===== config.mk =====
export PLATFORM = sky130hd
export DESIGN_NAME = tms_core
export DESIGN_NICKNAME = d
export VERILOG_FILES = /design/src/verilog/tms_core.v
export VERILOG_INCLUDE_DIRS = /design/src /design/src/common
export SDC_FILE = /design/constraint.sdc
export NUM_CORES = 1
export LEC_CHECK = 0
export BUFFER_PORTS_ARGS = -buffer_cell sky130_fd_sc_hd__buf_2
export CORE_MARGIN = 2
export CORE_UTILIZATION = 31
export CTS_CLUSTER_DIAMETER = 200
export CTS_CLUSTER_SIZE = 25
export DETAILED_ROUTE_END_ITERATION = 8
export REMOVE_ABC_BUFFERS = 1
export SLEW_MARGIN = 20
export SYNTH_ARGS = -nofsm -noshare
export SYNTH_HDL_FRONTEND = slang
export SYNTH_SLANG_ARGS = --single-unit

===== constraint.sdc =====
create_clock -name clk -period 6.5 [get_ports clk]
set_input_delay 0.325 -clock clk [delete_from_list [all_inputs] [get_ports clk]]
set_output_delay 0.325 -clock clk [all_outputs]
set_load 0.02 [all_outputs]

===== src/common/tms_consts.vh =====
// constants for the target mailbox signalling block
`ifndef TMS_CONSTS_VH
`define TMS_CONSTS_VH
// register byte offsets
`define TMS_REG_CFG 8'h00
`define TMS_REG_APPLIED 8'h04
`define TMS_REG_SIGCTL 8'h08
`define TMS_REG_CMD 8'h0C
`define TMS_REG_TXDATA 8'h10
`define TMS_REG_SRCADDR 8'h14
`define TMS_REG_SRCPORT 8'h18
`define TMS_REG_RXDATA 8'h1C
`define TMS_REG_DSTADDR 8'h20
`define TMS_REG_DSTPORT 8'h24
`define TMS_REG_MEMSET 8'h28
`define TMS_REG_IRQSTAT 8'h2C
`define TMS_REG_IRQMASK 8'h30
// configuration fields
`define TMS_CFG_RACNT 2:0
`define TMS_CFG_WREQ 3
`define TMS_CFG_SRCHDR 4
`define TMS_CFG_DBGDP 5
`define TMS_CFG_CONSRA 6
`define TMS_CFG_DBGRA 7
`define TMS_CFG_W 8
`define TMS_CFG_RST 8'h01
// signal control fields
`define TMS_SIG_MODE 1:0
`define TMS_SIG_LEVEL 2
`define TMS_SIG_ACKGATE 3
`define TMS_SIG_IVAL 31:16
`define TMS_MODE_LEVEL 2'h0
`define TMS_MODE_PERIODIC 2'h1
`define TMS_MODE_PULSE 2'h2
`define TMS_MODE_DREADY 2'h3
// command bits
`define TMS_CMD_TGTRST 0
`define TMS_CMD_PKTSTART 1
`define TMS_CMD_NOTIFY 2
// target address regions of the interrupt area
`define TMS_AREA_REGION 9:8
`define TMS_AREA_CONS 2'h0
`define TMS_AREA_DBG 2'h1
`define TMS_AREA_MEMSET 2'h2
`define TMS_AREA_CTRL 2'h3
`define TMS_CTRL_ACK 8'h00
`define TMS_CTRL_SOP 8'h01
// interrupt bits
`define TMS_IRQ_RX 0
`define TMS_IRQ_MEMSET 1
`define TMS_IRQ_ACK 2
`define TMS_IRQ_HDR 3
`define TMS_IRQ_W 4
// timing and byte counts
`define TMS_TICK_MS 16'h0005
`define TMS_CLK_KHZ 100000
`define TMS_HDR_BYTES 3'h6
`define TMS_MEMSET_BYTES 2'h3
`endif


===== src/verilog/tms_core.v =====
// target mailbox signalling: read counting, memory set, control output, source header
`timescale 1ns/100ps
`include "tms_consts.vh"

module tms_core #(
  parameter TICK_CYCLES = `TMS_TICK_MS * `TMS_CLK_KHZ,
  parameter RST_CYCLES = `TMS_TICK_MS * `TMS_CLK_KHZ
) (
  input wire clk,
  input wire reset_n,
  input wire wb_cyc_i,
  input wire wb_stb_i,
  input wire wb_we_i,
  input wire [7:0] wb_adr_i,
  input wire [3:0] wb_sel_i,
  input wire [31:0] wb_dat_i,
  output reg [31:0] wb_dat_o,
  output reg wb_ack_o,
  input wire tgtReadN,
  input wire [9:0] tgtAddr,
  output reg ctlOut,
  output reg ctlOe,
  output reg tgtRstOut,
  output reg tgtRstOe,
  output reg [7:0] mbxData,
  output reg mbxValid,
  output reg emuWrStb,
  output reg [15:0] emuWrAddr,
  output reg [7:0] emuWrData,
  output reg irq
);

  // ==========================================================================
  // functions
  function [31:0] byteMerge;
    input [31:0] old;
    input [31:0] din;
    input [3:0] sel;
    integer i;
    begin
      byteMerge = old;
      for (i = 0; i < 4; i = i + 1) begin
        if (sel[i]) begin
          byteMerge[i*8 +: 8] = din[i*8 +: 8];
        end
      end
    end
  endfunction

  function [15:0] msToSteps;
    input [15:0] ms;
    begin
      msToSteps = ms / `TMS_TICK_MS;
    end
  endfunction

  // ==========================================================================
  // registers
  reg [`TMS_CFG_W-1:0] cfg_reg;
  reg [`TMS_CFG_W-1:0] applied_reg;
  reg [31:0] sigCtl_reg;
  reg [15:0] steps_reg;
  reg [31:0] srcAddr_reg;
  reg [15:0] srcPort_reg;
  reg [7:0] rxData_reg;
  reg [31:0] dstAddr_reg;
  reg [15:0] dstPort_reg;
  reg [`TMS_IRQ_W-1:0] irqStat_reg;
  reg [`TMS_IRQ_W-1:0] irqMask_reg;

  wire wbReq = wb_cyc_i & wb_stb_i & ~wb_ack_o;
  reg [2:0] hdrTxCnt_reg;
  wire txStall = (wb_adr_i == `TMS_REG_TXDATA) && (hdrTxCnt_reg != 3'h0);
  wire wbTake = wbReq & ~(wb_we_i & txStall);
  wire wrTake = wbTake & wb_we_i;
  wire cmdWr = wrTake && (wb_adr_i == `TMS_REG_CMD);
  wire tgtRstCmd = cmdWr & wb_sel_i[0] & wb_dat_i[`TMS_CMD_TGTRST];
  wire pktStart = cmdWr & wb_sel_i[0] & wb_dat_i[`TMS_CMD_PKTSTART];
  wire notifyCmd = cmdWr & wb_sel_i[0] & wb_dat_i[`TMS_CMD_NOTIFY];
  wire txWr = wrTake && (wb_adr_i == `TMS_REG_TXDATA) && wb_sel_i[0];
  wire sigWr = wrTake && (wb_adr_i == `TMS_REG_SIGCTL);
  wire [31:0] sigNext = byteMerge(sigCtl_reg, wb_dat_i, wb_sel_i);
  wire [31:0] cfgMerge = byteMerge({24'h000000, cfg_reg}, wb_dat_i, wb_sel_i);
  wire [31:0] portMerge = byteMerge({16'h0000, srcPort_reg}, wb_dat_i, wb_sel_i);

  // header on the datagram dual-port debug path only
  wire hdrOn = applied_reg[`TMS_CFG_SRCHDR] & applied_reg[`TMS_CFG_DBGDP];

  // ==========================================================================
  // target read synchroniser
  reg rdS1, rdS2, rdS3, rdState;
  reg [9:0] addrS1, addrS2;
  wire readEv = rdState & ~rdS2 & ~rdS3;
  always @(posedge clk or negedge reset_n) begin
    if (!reset_n) begin
      rdS1 <= 1'b1;
      rdS2 <= 1'b1;
      rdS3 <= 1'b1;
      rdState <= 1'b1;
      addrS1 <= 10'h000;
      addrS2 <= 10'h000;
    end else begin
      rdS1 <= tgtReadN;
      rdS2 <= rdS1;
      rdS3 <= rdS2;
      addrS1 <= tgtAddr;
      addrS2 <= addrS1;
      if (rdS2 == rdS3) begin
        rdState <= rdS3;
      end
    end
  end

  // ==========================================================================
  // read counting and byte decode
  reg [2:0] rdCnt_reg;
  reg [9:0] lastAddr_reg;
  reg [1:0] msCnt_reg;
  reg [15:0] msAddr_reg;
  reg [2:0] hdrRxCnt_reg;
  reg ackEv;
  wire [2:0] raCount = (applied_reg[`TMS_CFG_RACNT] == 3'h0) ? 3'h1 :
                       applied_reg[`TMS_CFG_RACNT];
  wire [2:0] rdCntInc = ((addrS2 == lastAddr_reg) && (rdCnt_reg != 3'h0)) ?
                        rdCnt_reg + 3'h1 : 3'h1;
  wire byteEv = readEv && (rdCntInc == raCount);
  wire [7:0] byteVal = addrS2[7:0];
  wire [1:0] region = addrS2[`TMS_AREA_REGION];
  wire memSetEn = applied_reg[`TMS_CFG_WREQ] | applied_reg[`TMS_CFG_CONSRA] |
                  applied_reg[`TMS_CFG_DBGRA];
  wire consEv = byteEv && (region == `TMS_AREA_CONS) && applied_reg[`TMS_CFG_CONSRA];
  wire dbgEv = byteEv && (region == `TMS_AREA_DBG) && applied_reg[`TMS_CFG_DBGRA];
  wire msEv = byteEv && (region == `TMS_AREA_MEMSET) && memSetEn;
  wire ctlEv = byteEv && (region == `TMS_AREA_CTRL);
  wire sopEv = ctlEv && (byteVal == `TMS_CTRL_SOP);
  wire hdrByte = dbgEv && hdrOn && (hdrRxCnt_reg != 3'h0);
  wire hdrDone = hdrByte && (hdrRxCnt_reg == 3'h1);
  wire rxEv = consEv | (dbgEv & ~hdrByte);

  always @(posedge clk or negedge reset_n) begin
    if (!reset_n) begin
      rdCnt_reg <= 3'h0;
      lastAddr_reg <= 10'h000;
      msCnt_reg <= 2'h0;
      msAddr_reg <= 16'h0000;
      hdrRxCnt_reg <= 3'h0;
      rxData_reg <= 8'h00;
      dstAddr_reg <= 32'h00000000;
      dstPort_reg <= 16'h0000;
      emuWrStb <= 1'b0;
      emuWrAddr <= 16'h0000;
      emuWrData <= 8'h00;
      ackEv <= 1'b0;
    end else begin
      emuWrStb <= 1'b0;
      ackEv <= ctlEv && (byteVal == `TMS_CTRL_ACK);
      if (tgtRstCmd) begin
        rdCnt_reg <= 3'h0;
        msCnt_reg <= 2'h0;
        hdrRxCnt_reg <= 3'h0;
      end else begin
        if (readEv) begin
          lastAddr_reg <= addrS2;
          rdCnt_reg <= byteEv ? 3'h0 : rdCntInc;
        end
        if (rxEv) begin
          rxData_reg <= byteVal;
        end
        // memory set: address high, address low, value
        if (msEv) begin
          if (msCnt_reg == `TMS_MEMSET_BYTES - 2'h1) begin
            msCnt_reg <= 2'h0;
            emuWrStb <= 1'b1;
            emuWrAddr <= msAddr_reg;
            emuWrData <= byteVal;
          end else begin
            msCnt_reg <= msCnt_reg + 2'h1;
            msAddr_reg <= {msAddr_reg[7:0], byteVal};
          end
        end
        // incoming header: address then port, most significant byte first
        if (sopEv && hdrOn) begin
          hdrRxCnt_reg <= `TMS_HDR_BYTES;
        end else if (hdrByte) begin
          hdrRxCnt_reg <= hdrRxCnt_reg - 3'h1;
          if (hdrRxCnt_reg > 3'h2) begin
            dstAddr_reg <= {dstAddr_reg[23:0], byteVal};
          end else begin
            dstPort_reg <= {dstPort_reg[7:0], byteVal};
          end
        end
      end
    end
  end

  // ==========================================================================
  // outgoing mailbox stream with source header
  reg [47:0] hdrShift_reg;
  always @(posedge clk or negedge reset_n) begin
    if (!reset_n) begin
      hdrTxCnt_reg <= 3'h0;
      hdrShift_reg <= 48'h000000000000;
      mbxData <= 8'h00;
      mbxValid <= 1'b0;
    end else begin
      mbxValid <= 1'b0;
      if (hdrTxCnt_reg != 3'h0) begin
        mbxValid <= 1'b1;
        mbxData <= hdrShift_reg[47:40];
        hdrShift_reg <= {hdrShift_reg[39:0], 8'h00};
        hdrTxCnt_reg <= hdrTxCnt_reg - 3'h1;
      end else if (pktStart && hdrOn) begin
        hdrTxCnt_reg <= `TMS_HDR_BYTES;
        hdrShift_reg <= {srcAddr_reg, srcPort_reg};
      end else if (txWr) begin
        mbxValid <= 1'b1;
        mbxData <= wb_dat_i[7:0];
      end
    end
  end

  // ==========================================================================
  // target reset and applied settings
  reg [31:0] rstCnt_reg;
  always @(posedge clk or negedge reset_n) begin
    if (!reset_n) begin
      applied_reg <= `TMS_CFG_RST;
      rstCnt_reg <= 32'h00000000;
      tgtRstOe <= 1'b0;
      tgtRstOut <= 1'b0;
    end else begin
      tgtRstOut <= 1'b0;
      if (tgtRstCmd) begin
        applied_reg <= cfg_reg;
        rstCnt_reg <= RST_CYCLES[31:0];
        tgtRstOe <= 1'b1;
      end else if (rstCnt_reg != 32'h00000000) begin
        rstCnt_reg <= rstCnt_reg - 32'h00000001;
        tgtRstOe <= (rstCnt_reg != 32'h00000001);
      end
    end
  end

  // ==========================================================================
  // control output
  reg [31:0] tickCnt_reg;
  reg [15:0] stepCnt_reg;
  reg phase_reg;
  reg shotOn_reg;
  reg awaitAck_reg;
  wire tick = (tickCnt_reg == TICK_CYCLES[31:0] - 32'h00000001);
  wire [1:0] mode = sigCtl_reg[`TMS_SIG_MODE];
  wire level = sigCtl_reg[`TMS_SIG_LEVEL];
  wire dataPlaced = txWr | notifyCmd;
  wire drFire = (mode == `TMS_MODE_DREADY) && dataPlaced &&
                ~(sigCtl_reg[`TMS_SIG_ACKGATE] & awaitAck_reg);
  wire periodicRun = (mode == `TMS_MODE_PERIODIC) && (steps_reg != 16'h0000);
  reg assertNext;
  always @* begin
    case (mode)
      `TMS_MODE_PERIODIC: assertNext = periodicRun ? (phase_reg ? ~level : level) : level;
      `TMS_MODE_PULSE: assertNext = shotOn_reg ? level : ~level;
      `TMS_MODE_DREADY: assertNext = shotOn_reg ? level : ~level;
      default: assertNext = level;
    endcase
  end

  always @(posedge clk or negedge reset_n) begin
    if (!reset_n) begin
      tickCnt_reg <= 32'h00000000;
      stepCnt_reg <= 16'h0000;
      phase_reg <= 1'b0;
      shotOn_reg <= 1'b0;
      awaitAck_reg <= 1'b0;
      ctlOe <= 1'b0;
      ctlOut <= 1'b0;
    end else begin
      ctlOut <= 1'b0;
      ctlOe <= assertNext;
      if (sigWr || drFire || tick) begin
        tickCnt_reg <= 32'h00000000;
      end else begin
        tickCnt_reg <= tickCnt_reg + 32'h00000001;
      end
      if (sigWr) begin
        stepCnt_reg <= 16'h0000;
        phase_reg <= 1'b0;
        shotOn_reg <= (sigNext[`TMS_SIG_MODE] == `TMS_MODE_PULSE);
        awaitAck_reg <= 1'b0;
      end else begin
        if (ackEv) begin
          awaitAck_reg <= 1'b0;
        end
        // a new fire wins over an ack in the same cycle
        if (drFire) begin
          shotOn_reg <= 1'b1;
          awaitAck_reg <= 1'b1;
        end else if (tick) begin
          shotOn_reg <= 1'b0;
        end
        if (tick && periodicRun) begin
          if (stepCnt_reg == steps_reg - 16'h0001) begin
            stepCnt_reg <= 16'h0000;
            phase_reg <= ~phase_reg;
          end else begin
            stepCnt_reg <= stepCnt_reg + 16'h0001;
          end
        end
      end
    end
  end

  // ==========================================================================
  // wishbone register file and interrupts
  wire [`TMS_IRQ_W-1:0] irqSet = {hdrDone, ackEv, emuWrStb, rxEv};
  reg [`TMS_IRQ_W-1:0] irqClr;
  reg [31:0] rdMux;
  always @* begin
    irqClr = {`TMS_IRQ_W{1'b0}};
    if (wrTake && (wb_adr_i == `TMS_REG_IRQSTAT) && wb_sel_i[0]) begin
      irqClr = wb_dat_i[`TMS_IRQ_W-1:0];
    end
    case (wb_adr_i)
      `TMS_REG_CFG: rdMux = {24'h000000, cfg_reg};
      `TMS_REG_APPLIED: rdMux = {24'h000000, applied_reg};
      `TMS_REG_SIGCTL: rdMux = sigCtl_reg;
      `TMS_REG_SRCADDR: rdMux = srcAddr_reg;
      `TMS_REG_SRCPORT: rdMux = {16'h0000, srcPort_reg};
      `TMS_REG_RXDATA: rdMux = {24'h000000, rxData_reg};
      `TMS_REG_DSTADDR: rdMux = dstAddr_reg;
      `TMS_REG_DSTPORT: rdMux = {16'h0000, dstPort_reg};
      `TMS_REG_MEMSET: rdMux = {8'h00, emuWrAddr, emuWrData};
      `TMS_REG_IRQSTAT: rdMux = {28'h0000000, irqStat_reg};
      `TMS_REG_IRQMASK: rdMux = {28'h0000000, irqMask_reg};
      default: rdMux = 32'h00000000;
    endcase
  end

  always @(posedge clk or negedge reset_n) begin
    if (!reset_n) begin
      wb_ack_o <= 1'b0;
      wb_dat_o <= 32'h00000000;
      cfg_reg <= `TMS_CFG_RST;
      sigCtl_reg <= 32'h00000000;
      steps_reg <= 16'h0000;
      srcAddr_reg <= 32'h00000000;
      srcPort_reg <= 16'h0000;
      irqStat_reg <= {`TMS_IRQ_W{1'b0}};
      irqMask_reg <= {`TMS_IRQ_W{1'b0}};
      irq <= 1'b0;
    end else begin
      wb_ack_o <= wbTake;
      if (wbTake && !wb_we_i) begin
        wb_dat_o <= rdMux;
      end
      // set wins over a clear in the same cycle
      irqStat_reg <= (irqStat_reg & ~irqClr) | irqSet;
      irq <= |(((irqStat_reg & ~irqClr) | irqSet) & irqMask_reg);
      if (wrTake) begin
        case (wb_adr_i)
          `TMS_REG_CFG: cfg_reg <= cfgMerge[`TMS_CFG_W-1:0];
          `TMS_REG_SIGCTL: begin
            sigCtl_reg <= sigNext;
            steps_reg <= msToSteps(sigNext[`TMS_SIG_IVAL]);
          end
          `TMS_REG_SRCADDR: srcAddr_reg <= byteMerge(srcAddr_reg, wb_dat_i, wb_sel_i);
          `TMS_REG_SRCPORT: srcPort_reg <= portMerge[15:0];
          `TMS_REG_IRQMASK: irqMask_reg <= wb_sel_i[0] ? wb_dat_i[`TMS_IRQ_W-1:0] :
                                           irqMask_reg;
          default: cfg_reg <= cfg_reg;
        endcase
      end
    end
  end

endmodule

==> results.yml <==
floorplanning:
  fp-row-count: 96
  die_h_um: 268
  core_area_um2: 68800
  dieArea_um2: 71900
  io-pin-count: 132
  dieWidth_um: 268
  start_util: 0.314
cts:
  htreeDepth: 1
  cts_sinks: 437
  clockBufferDepth: 3
  cts_buffers: 21
  worstSkewPairLatency_ps: 570
  cts-root-buf: "clkbuf_16"
  path_clk_slew_ps: 110
  cts_tree: "yes"
cells_and_area:
  area_growth_pct: 11.6
  diodes: 0
  drive_above_1_share: 0.201
  largest_reg_flops: 48
  fin_nets: 2268
worst_hold_path:
  hold_class: "primary input to flop"
  hold_start: "wb_dat_i[15]"
  hold-path-endpoint: "sigCtl_reg[15]"
  hold_path_depth: 2
global_routing:
  grt_use_total: 0.175
  grt_max_degree: 183
  overflow: 0
  antenna_found_initial: 4
  grt_pass1_vias: 16562
  grt_pass1_wl_um: 99200
placement:
  dp_hpwl_um: 45700
  pre_cts_slack_ps: 377
  gp_congestion: 0.855
  port_buffers: 129
yosys:
  synth_top_area_frac: 0.498
  synth_flop_cell: "dfrtp_1"
  synth-edff-count: 0
  ys_types: 92
  syn_area_per_cell_um2: 10.3
  yosysMostFrequentCell: "dfrtp_1"
  netlist_top_cells_area: "dfrtp_1, mux2_2, nand2_1"
  synth_common_cells: "dfrtp_1, nand2_1, nor2_1"
  synth_cells: 2099
  synth_top_area_cell: "dfrtp_1"
  ys_seq_area_frac: 0.506
  yosys_warnings: 0
  synthArstFlopShare: 1.00
  synth-seq-cells: 437
  syn_area_um2: 21600
critical_path:
  cp-end-kind: "flop"
  crit_fanout: 16
  required_ps: 6980
  r2r-end: "steps_reg[0]"
  rr_startpoint: "sigCtl_reg[27]"
  arrival_ps: 6310
  ff2ff_path_depth: 20
  r2r_slack_ps: 670
  crit_type: "flop to flop"
  worst_setup_path_start_kind: "flop"
sta:
  fin_tns_setup_ps: 0
  relSlewSlack: 0.276
  timing.fmax_mhz: 171
  finalCritPeriodShare: 0.897
  max_slew.worst_pin.slew_ps: 1090
  hold_viol_final: 0
  setup_viol_count_final: 0
  holdWs_ps: 31.3
  fin_ws_ps: 667
  rsz0062_at_grt: "no"
  finClkSkew_ps: 19.5
  slew_viol_final: 0
  min_period_ps: 5830
routing:
  ant_nets: 0
  vias_per_cell: 5.42
  vias: 17018
  first_iter_violations: 1597
  drt-pass1-iter-count: 5
  wire_per_inst_um: 20.3
  finalWirelength_um: 63700
  drc: 0
power_and_ir_drop:
  pwr-share-clk: 0.284
  p_sw_uw: 1530
  internal-power_uw: 3810
  p_leak_uw: 0.0108
  comb_power_share: 0.148
  p_per_area_nw_per_um2: 221
  ir_drop_mv: 0.173
  seqPwrFrac: 0.567
  swShare: 0.286
status:
  status: "completed"
job:
  drv_cap: 0
-- stage by stage --
stage / util / instances / area, µm² / total power (µW)
6_report: 0.351 / 3139 / 24100 / 5340
3_3_place_gp: 0.339 / 3086 / 23400 / 3850
4_1_cts: 0.351 / 3139 / 24100 / 5380
5_1_grt: 0.351 / 3139 / 24100 / 5590
2_1_floorplan: - / 1988 / 21200 / 3530
3_5_place_dp: 0.340 / 3088 / 23400 / 3870
-- kinds of logic after synthesis --
group | share of synthesized area
buf+inv | 0.0261
compound gates | 0.147
simple gates | 0.157
xor+xnor | 0.0385
flops | 0.506
other cells | 0.000173
mux | 0.116
fa+ha+maj | 0.00960
-- metal layers --
layer	wire, µm	part of all wire	global-route usage	vias to the layer above
met2	29100	0.46	0.276	506
met1	29000	0.46	0.250	8675
met3	4390	0.069	0.0350	78
met4	1090	0.017	0.0320	4
li1	-	-	-	7755
met5	23	0.00036	0	-
-- cell usage in the layout (no fill, tap or decap), drive strengths merged, types with 11 or more instances in the layout --
cell / instances
nand2: 282
mux2i: 21
inv: 27
a22o: 43
xnor2: 53
and3: 25
nor2: 208
mux2: 201
nand4: 15
a211oi: 18
ha: 15
buf: 169
dfrtp: 431
nand3: 62
a22oi: 66
nand2b: 18
or3: 16
xor2: 42
a31oi: 63
clkbuf: 36
a21oi: 55
nor3: 45
nor4: 27
o211ai: 11
dlygate4sd3: 13
o21ai: 87
-- area by class of cell --
type / instances / area [µm²]
multi-input combinational: 1525 / 10200
timing repair buffer: 182 / 1130
sequential: 437 / 10900
tap: 931 / 1160
clock buffer: 36 / 582
fill: 6865 / 44700
clock inverter: 2 / 25.0
inverter: 26 / 97.6
-- power groups by stage --
stage	Combinational (µW)	Clock, µW	Sequential [µW]
2_1_floorplan	460	0	3070
3_3_place_gp	779	0	3070
3_5_place_dp	788	0	3080
4_1_cts	798	1560	3020
5_1_grt	881	1660	3050
6_report	792	1520	3030
-- how the worst max path moves through the flow --
stage                   start  depth (start not counted)  slack [ps]           end
2_1_floorplan  sigCtl_reg[31]                         21        1210  steps_reg[0]
3_3_place_gp      wb_sel_i[3]                         22         500  steps_reg[0]
3_5_place_dp      wb_sel_i[3]                         21         380  steps_reg[1]
4_1_cts        sigCtl_reg[27]                         20         700  steps_reg[1]
5_1_grt        sigCtl_reg[27]                         20          60  steps_reg[1]
6_report       sigCtl_reg[27]                         20         670  steps_reg[0]
-- critical path, stage by stage (launching register included) --
cell	delay (ps)
dfrtp_1	450
mux2i_4	450
a211oi_2	190
a2bb2oi_2	330
nand2_1	280
a211o_1	330
a21oi_1	250
o21a_1	570
nand4_1	210
o2111ai_2	200
nor4_1	100
o31a_1	350
nor3_2	550
o22ai_1	170
a21oi_1	240
ha_1	260
nor2_1	60
nand3_1	90
o311ai_1	130
o32a_1	370
a221oi_2	170
-- what timing repair did --
item	CTS	global route
endpoints found under the setup margin	0	1
hold endpoints to repair	116	0
resized for setup	0	1
buffers inserted	0	0
hold buffers	13	0
(Power assumes the default switching activity.)
